[src/rtl/adsc_consts.svh]
// Named constants shared by the calibration control ends.
`ifndef ADSC_CONSTS_SVH
`define ADSC_CONSTS_SVH

`define ADSC_REQ_CYC       7'd80
`define ADSC_CLK_NS        20
`define ADSC_SETTLE_NS     100
`define ADSC_SETTLE_CYC    ((`ADSC_SETTLE_NS + `ADSC_CLK_NS - 1) / `ADSC_CLK_NS)
`define ADSC_ADVISE_S      20
`define ADSC_ADVISE_CYC    (`ADSC_ADVISE_S * (1000000000 / `ADSC_CLK_NS))
`define ADSC_SHORT_WAIT    4096
`define ADSC_LONG_WAIT     65536
`define ADSC_CAL_CYC       8192

`define ADSC_SPAN_LOW_MV   10'd650
`define ADSC_SPAN_HIGH_MV  10'd870
`define ADSC_SPAN_MIN_MV   10'd560
`define ADSC_SPAN_MAX_MV   10'd840

`define ADSC_ADDR_CTRL     4'h0
`define ADSC_ADDR_CMD      4'h1
`define ADSC_ADDR_SPAN     4'h2
`define ADSC_ADDR_STAT     4'h3

`define ADSC_CTRL_PD       0
`define ADSC_CTRL_WAIT     1
`define ADSC_CTRL_SPAN     2
`define ADSC_CTRL_EXT      3
`define ADSC_CTRL_DES      4
`define ADSC_CTRL_RST      5'h00
`define ADSC_CMD_CAL       0
`define ADSC_STAT_SEQ      0
`define ADSC_STAT_BUSY     1
`define ADSC_STAT_DONE     2
`define ADSC_STAT_ADVISE   3
`define ADSC_STAT_REFUSED  4

`endif

[src/rtl/adsc_pkg.sv]
// Types shared by the calibration control ends.
package adsc_pkg;
	typedef logic [7:0] adsc_data_t;
	typedef logic [9:0] adsc_mv_t;
	typedef logic [3:0] adsc_addr_t;
	typedef logic [15:0] adsc_word_t;
	typedef enum logic [1:0] {DEV_BOOT, DEV_IDLE, DEV_CAL, DEV_PDN} adsc_dev_st_t;
	typedef enum logic [2:0] {HST_IDLE, HST_EXIT_DES, HST_LOW, HST_HIGH, HST_WAIT_END} adsc_hst_st_t;
endpackage : adsc_pkg

[src/rtl/adsc_if.sv]
// Control pins between the converter calibration logic and its controller.
`timescale 1ns/1ns
`default_nettype none
interface adsc_if;
	logic               trim_req;
	logic               power_down_pin;
	logic               startup_wait_select;
	logic               input_span_select;
	logic               ext_mode;
	logic               des_mode;
	adsc_pkg::adsc_mv_t ext_span_mv;
	logic               trim_busy_flag;
	adsc_pkg::adsc_data_t data_out;
	logic               data_oe_n;
	logic               output_data_clock;
	logic               output_data_clock_oe_n;
	adsc_pkg::adsc_mv_t span_mv;

	modport dev (
		input  trim_req, power_down_pin, startup_wait_select, input_span_select, ext_mode, des_mode, ext_span_mv,
		output trim_busy_flag, data_out, data_oe_n, output_data_clock, output_data_clock_oe_n, span_mv
	);
	modport host (
		output trim_req, power_down_pin, startup_wait_select, input_span_select, ext_mode, des_mode, ext_span_mv,
		input  trim_busy_flag, data_out, data_oe_n, output_data_clock, output_data_clock_oe_n, span_mv
	);
endinterface : adsc_if
`default_nettype wire

[src/rtl/adsc_dev.sv]
// Converter end: power-on and on-command self-calibration sequencing.
// Behaviour
// Calibrate after power-up and on valid request.
// Same calibration whether clock early or late.
// Busy flag high exactly while calibrating.
// Power-on calibration waits selected start-up delay.
// Wait select picks one of two delays.
// Power down high freezes delay counter.
// Extended mode always uses the short delay.
// Request pin high at power-up skips calibration.
// Analog held down until clock starts.
// Controller calibrates only outside dual-edge mode.
// Request needs 80 low then 80 high.
// Calibration begins 80 cycles after rising.
// Outputs and data clock off while busy.
// Outputs return after busy, settle 100 ns.
// Data clock is not a system clock.
// Controller recalibrates after 20 s, temperature change; the code only sets the advise status bit after 20 s and ignores temperature.
// Span select picks 650 or 870 mV.
// Power down waits for running calibration.
// Requests ignored while powered down.
// Start-up delays are parameterised cycle counts.
`timescale 1ns/1ns
`default_nettype none
`include "adsc_consts.svh"
module adsc_dev #(
	parameter int unsigned SHORT_WAIT_CYC = `ADSC_SHORT_WAIT,
	parameter int unsigned LONG_WAIT_CYC  = `ADSC_LONG_WAIT,
	parameter int unsigned CAL_CYC        = `ADSC_CAL_CYC
) (
	input  wire logic              CLK_SYS,
	input  wire logic              RST_B,
	input  wire logic              CE,
	input  wire adsc_pkg::adsc_data_t CONV_DATA,
	adsc_if.dev                    LINK,
	output logic                   ANALOG_PD,
	output logic                   OUT_READY
);
	import adsc_pkg::*;

	localparam logic [2:0] SETTLE_CYC = 3'(`ADSC_SETTLE_CYC);

	adsc_dev_st_t st_r;
	adsc_dev_st_t st_nxt;
	logic         first_r;
	logic         skip_r;
	logic [31:0]  wait_cnt_r;
	logic [31:0]  wait_target;
	logic [31:0]  cal_cnt_r;
	logic [6:0]   lo_cnt_r;
	logic [6:0]   hi_cnt_r;
	logic         armed_r;
	logic         req_fire;
	logic         filter_on;
	logic         busy;
	logic         analog_pd_r;
	adsc_data_t   data_r;
	logic         output_data_clock_r;
	logic [2:0]   settle_cnt_r;
	adsc_mv_t     span_r;

	assign busy = (st_r == DEV_CAL);

	// The request pin is caught as a strap on the first clock edge after reset release.
	always_ff @(posedge CLK_SYS or negedge RST_B)
	begin
		if (!RST_B)
		begin
			first_r <= 1'b1;
			skip_r  <= 1'b0;
		end
		else if (CE && first_r)
		begin
			first_r <= 1'b0;
			skip_r  <= LINK.trim_req;
		end
	end

	// Extended mode forces the short delay, otherwise the select pin decides.
	always_comb
	begin
		if (LINK.ext_mode || !LINK.startup_wait_select)
			wait_target = SHORT_WAIT_CYC - 32'd1;
		else
			wait_target = LONG_WAIT_CYC - 32'd1;
	end

	// The delay count only needs clock edges, so a late clock just starts it later.
	always_ff @(posedge CLK_SYS or negedge RST_B)
	begin
		if (!RST_B)
			wait_cnt_r <= 32'h0000_0000;
		else if (CE && st_r == DEV_BOOT && !LINK.power_down_pin && wait_cnt_r < wait_target)
			wait_cnt_r <= wait_cnt_r + 32'd1;
	end

	always_ff @(posedge CLK_SYS or negedge RST_B)
	begin
		if (!RST_B)
			cal_cnt_r <= 32'h0000_0000;
		else if (CE)
		begin
			if (busy)
				cal_cnt_r <= cal_cnt_r + 32'd1;
			else
				cal_cnt_r <= 32'h0000_0000;
		end
	end

	// Noise filter on the request pin; cleared while powered down or calibrating.
	assign filter_on = (st_r == DEV_IDLE) || (st_r == DEV_BOOT);
	assign req_fire  = filter_on && armed_r && LINK.trim_req && (hi_cnt_r == `ADSC_REQ_CYC - 7'd1);

	always_ff @(posedge CLK_SYS or negedge RST_B)
	begin
		if (!RST_B)
		begin
			lo_cnt_r <= 7'h00;
			hi_cnt_r <= 7'h00;
			armed_r  <= 1'b0;
		end
		else if (CE)
		begin
			if (!filter_on || LINK.power_down_pin)
			begin
				lo_cnt_r <= 7'h00;
				hi_cnt_r <= 7'h00;
				armed_r  <= 1'b0;
			end
			else if (!LINK.trim_req)
			begin
				hi_cnt_r <= 7'h00;
				if (lo_cnt_r == `ADSC_REQ_CYC - 7'd1)
					armed_r <= 1'b1;
				else
					lo_cnt_r <= lo_cnt_r + 7'd1;
			end
			else
			begin
				lo_cnt_r <= 7'h00;
				if (req_fire)
				begin
					armed_r  <= 1'b0;
					hi_cnt_r <= 7'h00;
				end
				else if (armed_r)
					hi_cnt_r <= hi_cnt_r + 7'd1;
			end
		end
	end

	always_comb
	begin
		st_nxt = st_r;
		case (st_r)
			DEV_BOOT:
			begin
				// A later switch to the shorter delay must not let the count run past its end.
				if (wait_cnt_r >= wait_target && !LINK.power_down_pin)
					st_nxt = skip_r ? DEV_IDLE : DEV_CAL;
			end
			DEV_IDLE:
			begin
				if (LINK.power_down_pin)
					st_nxt = DEV_PDN;
				else if (req_fire)
					st_nxt = DEV_CAL;
			end
			DEV_CAL:
			begin
				// Power down is only looked at after returning to idle.
				if (cal_cnt_r == CAL_CYC - 32'd1)
					st_nxt = DEV_IDLE;
			end
			DEV_PDN:
			begin
				if (!LINK.power_down_pin)
					st_nxt = DEV_IDLE;
			end
			default:
				st_nxt = DEV_BOOT;
		endcase
	end

	always_ff @(posedge CLK_SYS or negedge RST_B)
	begin
		if (!RST_B)
			st_r <= DEV_BOOT;
		else if (CE)
			st_r <= st_nxt;
	end

	// Analog stays down from reset until a clock edge arrives, then follows power down except during a running calibration.
	always_ff @(posedge CLK_SYS or negedge RST_B)
	begin
		if (!RST_B)
			analog_pd_r <= 1'b1;
		else if (CE)
			analog_pd_r <= (st_nxt == DEV_PDN) || (st_nxt == DEV_BOOT && LINK.power_down_pin);
	end

	always_ff @(posedge CLK_SYS or negedge RST_B)
	begin
		if (!RST_B)
			data_r <= 8'h00;
		else if (CE)
			data_r <= CONV_DATA;
	end

	// The data clock halts while calibrating, so receivers must not run from it.
	always_ff @(posedge CLK_SYS or negedge RST_B)
	begin
		if (!RST_B)
			output_data_clock_r <= 1'b0;
		else if (CE && !busy && !analog_pd_r)
			output_data_clock_r <= ~output_data_clock_r;
	end

	always_ff @(posedge CLK_SYS or negedge RST_B)
	begin
		if (!RST_B)
			settle_cnt_r <= 3'h0;
		else if (CE)
		begin
			if (busy || analog_pd_r)
				settle_cnt_r <= 3'h0;
			else if (settle_cnt_r != SETTLE_CYC)
				settle_cnt_r <= settle_cnt_r + 3'd1;
		end
	end

	// Extended range is clamped so a bad setting cannot leave the allowed span.
	always_ff @(posedge CLK_SYS or negedge RST_B)
	begin
		if (!RST_B)
			span_r <= `ADSC_SPAN_LOW_MV;
		else if (CE)
		begin
			if (!LINK.ext_mode)
				span_r <= LINK.input_span_select ? `ADSC_SPAN_HIGH_MV : `ADSC_SPAN_LOW_MV;
			else if (LINK.ext_span_mv < `ADSC_SPAN_MIN_MV)
				span_r <= `ADSC_SPAN_MIN_MV;
			else if (LINK.ext_span_mv > `ADSC_SPAN_MAX_MV)
				span_r <= `ADSC_SPAN_MAX_MV;
			else
				span_r <= LINK.ext_span_mv;
		end
	end

	assign LINK.trim_busy_flag    = busy;
	assign LINK.data_out          = data_r;
	assign LINK.data_oe_n         = busy || analog_pd_r;
	assign LINK.output_data_clock = output_data_clock_r;
	assign LINK.output_data_clock_oe_n         = busy || analog_pd_r;
	assign LINK.span_mv           = span_r;
	assign ANALOG_PD              = analog_pd_r;
	assign OUT_READY              = (settle_cnt_r == SETTLE_CYC);
endmodule : adsc_dev
`default_nettype wire

[src/flat_wrapper.sv]
// flat-port wrapper written by rule: the top's interface ports become plain ports
module adsc_dev_flat import adsc_pkg::*;
#(
	parameter int unsigned SHORT_WAIT_CYC = `ADSC_SHORT_WAIT,
	parameter int unsigned LONG_WAIT_CYC  = `ADSC_LONG_WAIT,
	parameter int unsigned CAL_CYC        = `ADSC_CAL_CYC
)
  (CLK_SYS, RST_B, CE, CONV_DATA, ANALOG_PD, OUT_READY, LINK_trim_req, LINK_power_down_pin, LINK_startup_wait_select, LINK_input_span_select, LINK_ext_mode, LINK_des_mode, LINK_ext_span_mv, LINK_trim_busy_flag, LINK_data_out, LINK_data_oe_n, LINK_output_data_clock, LINK_output_data_clock_oe_n, LINK_span_mv);
  adsc_if LINK_i ();
  input  wire logic CLK_SYS;
  input  wire logic RST_B;
  input  wire logic CE;
  input  wire adsc_pkg::adsc_data_t CONV_DATA;
  output logic ANALOG_PD;
  output logic OUT_READY;
  input wire logic [$bits(LINK_i.trim_req)-1:0] LINK_trim_req;
  input wire logic [$bits(LINK_i.power_down_pin)-1:0] LINK_power_down_pin;
  input wire logic [$bits(LINK_i.startup_wait_select)-1:0] LINK_startup_wait_select;
  input wire logic [$bits(LINK_i.input_span_select)-1:0] LINK_input_span_select;
  input wire logic [$bits(LINK_i.ext_mode)-1:0] LINK_ext_mode;
  input wire logic [$bits(LINK_i.des_mode)-1:0] LINK_des_mode;
  input wire logic [$bits(LINK_i.ext_span_mv)-1:0] LINK_ext_span_mv;
  output wire logic [$bits(LINK_i.trim_busy_flag)-1:0] LINK_trim_busy_flag;
  output wire logic [$bits(LINK_i.data_out)-1:0] LINK_data_out;
  output wire logic [$bits(LINK_i.data_oe_n)-1:0] LINK_data_oe_n;
  output wire logic [$bits(LINK_i.output_data_clock)-1:0] LINK_output_data_clock;
  output wire logic [$bits(LINK_i.output_data_clock_oe_n)-1:0] LINK_output_data_clock_oe_n;
  output wire logic [$bits(LINK_i.span_mv)-1:0] LINK_span_mv;
  assign LINK_i.trim_req = LINK_trim_req;
  assign LINK_i.power_down_pin = LINK_power_down_pin;
  assign LINK_i.startup_wait_select = LINK_startup_wait_select;
  assign LINK_i.input_span_select = LINK_input_span_select;
  assign LINK_i.ext_mode = LINK_ext_mode;
  assign LINK_i.des_mode = LINK_des_mode;
  assign LINK_i.ext_span_mv = LINK_ext_span_mv;
  assign LINK_trim_busy_flag = LINK_i.trim_busy_flag;
  assign LINK_data_out = LINK_i.data_out;
  assign LINK_data_oe_n = LINK_i.data_oe_n;
  assign LINK_output_data_clock = LINK_i.output_data_clock;
  assign LINK_output_data_clock_oe_n = LINK_i.output_data_clock_oe_n;
  assign LINK_span_mv = LINK_i.span_mv;
  adsc_dev #(.SHORT_WAIT_CYC(SHORT_WAIT_CYC), .LONG_WAIT_CYC(LONG_WAIT_CYC), .CAL_CYC(CAL_CYC)) u_core (.CLK_SYS(CLK_SYS), .RST_B(RST_B), .CE(CE), .CONV_DATA(CONV_DATA), .LINK(LINK_i), .ANALOG_PD(ANALOG_PD), .OUT_READY(OUT_READY));
endmodule
[config.mk]
export PLATFORM = sky130hd
export DESIGN_NAME = adsc_dev_flat
export DESIGN_NICKNAME = d
export VERILOG_FILES = /design/src/rtl/adsc_pkg.sv /design/src/rtl/adsc_if.sv /design/src/rtl/adsc_dev.sv /design/src/flat_wrapper.sv
export VERILOG_INCLUDE_DIRS = /design/src /design/src/rtl
export SDC_FILE = /design/constraint.sdc
export NUM_CORES = 1
export LEC_CHECK = 0
export BUFFER_PORTS_ARGS = -buffer_cell sky130_fd_sc_hd__buf_4
export CAP_MARGIN = 30
export CORE_AREA = 4 4 121 123
export CTS_CLUSTER_SIZE = 30
export DETAILED_ROUTE_END_ITERATION = 6
export DIE_AREA = 0 0 125 127
export SLEW_MARGIN = 10
export SYNTH_ARGS = -nofsm -noshare
export SYNTH_HDL_FRONTEND = slang
export SYNTH_SLANG_ARGS = --single-unit
[constraint.sdc]
create_clock -name CLK_SYS -period 2.8 [get_ports CLK_SYS]
set_clock_uncertainty 0.05 [all_clocks]
set_input_delay 0.56 -clock CLK_SYS [delete_from_list [all_inputs] [get_ports CLK_SYS]]
set_output_delay 0.56 -clock CLK_SYS [all_outputs]
set_load 0.02 [all_outputs]
Word-level counts from Yosys, hierarchy flattened
Index checks and enable logic that the tools add are counted.
{ "totals": {"rom_bits": 0, "latch_bits": 0, "register_bits": 106, "ram_bits": 0, "input_bits": 27, "mem_count": 0, "word_cells": 90, "output_inout_bits": 24} }
{ "op_classes": {"reduce_logical": 29, "n_bitwise": 1, "n_eq_ne": 12, "n_div": 0, "magnitude_cmp": 4, "add_sub_neg": 5, "n_mul": 0, "shift": 0, "muxes": 26} }
{ "op_table": {"columns": ["operator", "n"], "rows": [
  ["32-bit by 1-bit adder with 32-bit output (second input constant)", 2],
  ["7-bit two-way mux", 7],
  ["32-bit by 13-bit equality test with 1-bit output (second input constant)", 1],
  ["32-bit >= comparator", 1],
  ["32-bit by 16-bit less-than comparator with 1-bit output", 1],
  ["32-bit two-way mux", 1],
  ["10-bit two-way mux", 3],
  ["16-bit two-way mux", 1],
  ["7-bit by 1-bit adder with 7-bit output (second input constant)", 2],
  ["7-bit equality test (second input constant)", 2],
  ["2-bit two-way mux", 6],
  ["1-bit logical AND", 11],
  ["10-bit greater-than comparator (second input constant)", 1],
  ["10-bit less-than comparator (second input constant)", 1],
  ["9-bit two-way mux", 1],
  ["2-bit case mux with 4 select lines", 1],
  ["2-bit equality test (second input constant)", 3],
  ["3-bit two-way mux", 2],
  ["2-bit AND reduction", 3],
  ["1-bit zero test", 5],
  ["1-bit logical OR", 5],
  ["2-bit zero test", 2],
  ["1-bit two-way mux", 4],
  ["4-bit by 1-bit inequality test with 1-bit output (second input constant)", 1],
  ["10 further kinds", 10]
]} }

Logic depth before layout (Yosys ltp)
{ "logic_depth": {"ltp_word": 11, "mapped_depth": 9, "mapped_depth_nobuf": 7} }

Worst setup path after synthesis
No wires, ideal clock.
{ "synth_path": {"path_type": "input to register", "start": "in LINK_ext_mode", "end": "reg u_core.wait_cnt_r[13]", "required_time_ns": 2.627, "path_stages": 9, "arrival_time_ns": 2.419, "setup_slack_ns": 0.208, "cell_sequence": "clkbuf_1 nand2b_1 ha_1 a21oi_1 nand2_1 a2111oi_2 buf_2 nand4_1 xnor2_1"} }
{ "synth_between": {"elab_chain_len": 4} }
{ "synth_rtl": {"columns": ["item", "line", "text"], "rows": [
  ["start, declared", "flat_wrapper.sv:20", "input wire logic [$bits(LINK_i.ext_mode)-1:0] LINK_ext_mode;"],
  ["1-bit logical OR", "adsc_dev.sv:82", "if (LINK.ext_mode || !LINK.startup_wait_select)"],
  ["16-bit two-way mux", "adsc_dev.sv:82", null],
  ["32-bit by 16-bit less-than comparator with 1-bit output", "adsc_dev.sv:93", "else if (CE && st_r == DEV_BOOT && !LINK.power_down_pin && wait_cnt_r < wait_target)"],
  ["1-bit logical AND", "adsc_dev.sv:93", null],
  ["end signal, assigned", "adsc_dev.sv:94", "wait_cnt_r <= wait_cnt_r + 32'd1;"],
  ["end, declared", "adsc_dev.sv:47", "logic [31:0] wait_cnt_r;"]
]} }
No other way between the ends.
A chain may end at the register's enable or synchronous reset.

Worst setup path after layout
{ "layout_path": {"start": "reg u_core.st_r[0]", "end": "out LINK_output_data_clock_oe_n"} }
{ "layout_between": {"elab_chain_len": 2} }
{ "layout_rtl": {"columns": ["item", "line", "text"], "rows": [
  ["start, declared", "adsc_dev.sv:43", "adsc_dev_st_t st_r;"],
  ["start signal, assigned", "adsc_dev.sv:190", "st_r <= st_nxt;"],
  ["2-bit equality test", "adsc_dev.sv:62", "assign busy = (st_r == DEV_CAL);"],
  ["1-bit logical OR", "adsc_dev.sv:254", "assign LINK.output_data_clock_oe_n = busy || analog_pd_r;"],
  ["end, declared", "flat_wrapper.sv:27", "output wire logic [$bits(LINK_i.output_data_clock_oe_n)-1:0] LINK_output_data_clock_oe_n;"]
]} }
No other way between the ends.

==> key figures <==
Critical path
  – Critical path launch point: u_core.st_r[0]
  – CP required: 2.19 ns
  – Worst reg2reg path startpoint: u_core.wait_cnt_r[14]
  – CP Capture Type: output port
  – Cells along the critical path: nand2b_1, clkinv_1, nor2_1, inv_1, buf_4
  – Capture point of the worst reg-to-reg path: u_core.wait_cnt_r[1]
  – FF-to-FF path depth: 6
  – Start-to-end type of the worst setup path: flop to output port
  – Number of buffer and inverter stages on the critical path: 3
  – Levels on crit path: 5
  – Critical Path Source Type: flop
  – Family of cells with the greatest summed delay on the critical path: simple AND/OR/NAND/NOR gates
  – Critical Path Max Stage Delay: 0.44 ns
  – Endpoint of the worst setup timing path: LINK_output_data_clock_oe_n
  – Slowest stage cell on the critical path: dfrtp_1
  – Worst EP arrival: 1.93 ns
  – Slack of the worst reg-to-reg path: 0.68 ns
  – Worst Path Max Fanout: 8

Clocking
  – CTS tree: yes
  – Clock edge transition at the registers on the reported setup and hold paths: 0.07 ns
  – Cell chosen for the clock root: clkbuf_16
  – TritonCTS Buffers: 9
  – Setup repair bufs after CTS: 0
  – Maximum number of buffers from clock root to sink: 2
  – Clock Sink Count: 106
  – H-tree depth: 3
  – CTS Hold Bufs: 0
  – Skew-Pair Late Insertion Delay: 0.34 ns
  – # resized after CTS: 0

Logic synthesis
  – Count of flip-flops with a built-in enable after synthesis: 0
  – Fraction of the mapped netlist area in simple logic gates: 21.60%
  – Syn Area/Cell: 10.02 um^2
  – Post-synthesis share of cell area spent on full adders, half adders and majority gates: 2.458%
  – Leading post-synthesis cells by cell area: dfrtp_1 49%, xnor2_1 6.0%, nor2_1 3.2%
  – Total standard cell area after synthesis: 5091 um^2
  – Count of warnings emitted by yosys: 0
  – Register bit total from synthesis: 106
  – Mux contribution to synthesized area: 2.802%
  – Asr flop ratio synth: 100.0%
  – Number of standard cells after synthesis: 508
  – Synth top area share: 49.15%
  – Post-synth top flop: dfrtp_1
  – Share of synthesized area occupied by flip-flops and latches: 52.25%
  – Synth Area in Compound Gates: 9.732%
  – Dominant cell type by area after synthesis: dfrtp_1
  – Cell variety after synth: 54
  – Dominant combinational cell family by area after synthesis: simple AND/OR/NAND/NOR gates
  – Number of nets in the synthesized netlist: 545
  – XOR/XNOR share of the synthesized area: 7.053%

GRT
  – Antenna violations before repair: 0
  – Aggregate global routing overflow: 0
  – First-pass GRT wire length: 17.77 mm
  – Vias in the first global route: 3798
  – Largest net degree at the start of global routing: 107
  – Overall Global Routing Usage: 13.19%

Routing
  – Via total after detailed routing: 3805
  – Remaining DRCs: 0
  – Total wire length: 10.07 mm
  – Routed WL per cell: 13.83 um
  – Number of antenna-violating nets in the routed design: 0
  – 1st-pass router iterations: 5
  – DR vias/cell: 5.227
  – Iteration-0 DRC Markers: 242

Floorplanning
  – Core ar.: 13670 um^2
  – DIE WIDTH: 125 um
  – Number of core rows: 43
  – Initial core utilization: 37.26%
  – Io pins: 51
  – Total die area: 15880 um^2
  – Height of the chip: 127 um

Placed design
  – HPWL after DPL: 6.952 mm
  – Count of buffers from port buffering: 49
  – Weighted congestion reported at the end of routability-driven placement: 0.7710
  – Cell count after placement: 712
  – Pre-CTS WS: 0.1387 ns

Min path
  – Path category of the worst min-delay check: input port to asynchronous set/reset pin

Timing
  – Number of hold violations in the final report: 0
  – Final slew viol count: 0
  – Minimum clock period after layout: 2.542 ns
  – Post-route clock period utilization: 90.79%
  – Final critical-path setup slack: 0.2579 ns
  – Tightest Pin Transition: 0.5420 ns
  – Worst slew margin: 63.87%
  – Highest Clock Rate: 0.3934 GHz
  – Setup repair after global routing missed its margin: false
  – Accumulated negative setup slack: 0 ns
  – Final number of setup-violating endpoints: 0

Pwr
  – Static leakage: 2.578 nW
  – Peak supply drop: 0.3341 mV
  – Pwr dens: 524.6 nW/um^2

Final layout
  – Fin nets: 580
  – Area overhead of the layout relative to synthesis: 16.15%
  – Finished Layout Cells: 728
  – Most frequent cells in the layout: 100 x dfrtp_1, 57 x buf_4, 43 x nor2_1
  – Most common cell after layout, fill and taps aside: dfrtp_1
  – Share of post-route cells with drive strength above 1: 18.25%
  – Antenna cell count: 0

Run status
  – Result of the run: finished, final reports clean

Run
  – Max-capacitance violation count: 0
layout make-up:
cell class | count | area [um^2]
clock buffer | 12 | 256.5
clock inverter | 4 | 26.28
fill | 1353 | 7752
inverter | 20 | 75.07
multi-input combinational | 348 | 2222
sequential | 106 | 2660
tap | 180 | 225.2
timing repair buffer | 58 | 447.9
flip-flops by register name, summed over array words and instances, names as in the netlist:
name and flops:
u_core.ANALOG_PD 1, u_core.LINK.data_out 8, u_core.LINK.output_data_clock 1, u_core.LINK.span_mv 10, u_core.armed_r 1, u_core.cal_cnt_r 32
u_core.first_r 1, u_core.hi_cnt_r 7, u_core.lo_cnt_r 7, u_core.settle_cnt_r 3, u_core.skip_r 1, u_core.st_r 2
u_core.wait_cnt_r 32
routing by layer:
layer | GRT usage (%) | routed length (um) | part of all wire, % | vias up
met5 | 0 | 0 | 0 | -
met1 | 17.80 | 4783 | 48 | 1875
li1 | - | - | - | 1865
met3 | 3.595 | 380 | 3.8 | 11
met4 | 3.189 | 104 | 1.0 | 0
met2 | 21.32 | 4797 | 48 | 54
synthesized netlist by cell type (2+ instances only):
master	instances
a21oi_1	24
a31oi_1	3
and2_1	2
and3_1	13
and4_1	5
buf_1	2
buf_2	2
clkbuf_1	29
clkinv_1	2
dfrtp_1	100
dfstp_2	6
ha_1	10
inv_1	18
mux2_2	10
mux2i_1	3
nand2_1	36
nand2b_1	3
nand3_1	27
nand4_1	19
nor2_1	43
nor2b_1	4
nor3_1	12
nor4_1	21
o211ai_1	2
o21ai_0	24
o2bb2ai_1	7
o31a_1	2
o31ai_1	3
or2_2	3
or3_1	9
or3_4	2
xnor2_1	35
xor2_1	6
stage by stage:
stage          utilization, %  hold slack (ns)  total power (W)  cell area, um^2
2_1_floorplan               -           0.2144         0.001809             5091
3_3_place_gp            41.20           0.3156         0.001941             5630
3_5_place_dp            41.20           0.3183         0.001953             5630
4_1_cts                 43.27           0.2607         0.003158             5913
5_1_grt                 43.27           0.2815         0.003252             5913
6_report                43.27           0.2439         0.003102             5913
cell families (layout without fill, tap and decap cells):
kind of cell / count (synthesis) / in the layout
compound gates: 78 / 78
fa+ha+maj: 10 / 10
buf+inv: 54 / 94
xor+xnor: 41 / 41
simple gates: 206 / 206
flops: 106 / 106
mux: 13 / 13
worst min path at each step:
stage	slack [ns]	cells after the start	start	end
2_1_floorplan	0.21	0	RST_B	u_core.LINK.data_out[0]
3_3_place_gp	0.32	0	u_core.wait_cnt_r[21]	u_core.wait_cnt_r[21]
3_5_place_dp	0.32	0	u_core.wait_cnt_r[18]	u_core.wait_cnt_r[18]
4_1_cts	0.26	2	RST_B	u_core.cal_cnt_r[29]
5_1_grt	0.28	2	RST_B	u_core.cal_cnt_r[24]
6_report	0.24	2	RST_B	u_core.cal_cnt_r[24]
power by group:
group | switching [W] | total, W | leakage, nW | internal, W
combinational | 0.000156 | 0.000274 | 1.03 | 0.000118
clock | 0.000532 | 0.00118 | 0.139 | 0.000650
sequential | 0.0000507 | 0.00165 | 1.41 | 0.00159
total | 0.000739 | 0.00310 | 2.58 | 0.00236
Power figures use the tool's default switching activity.
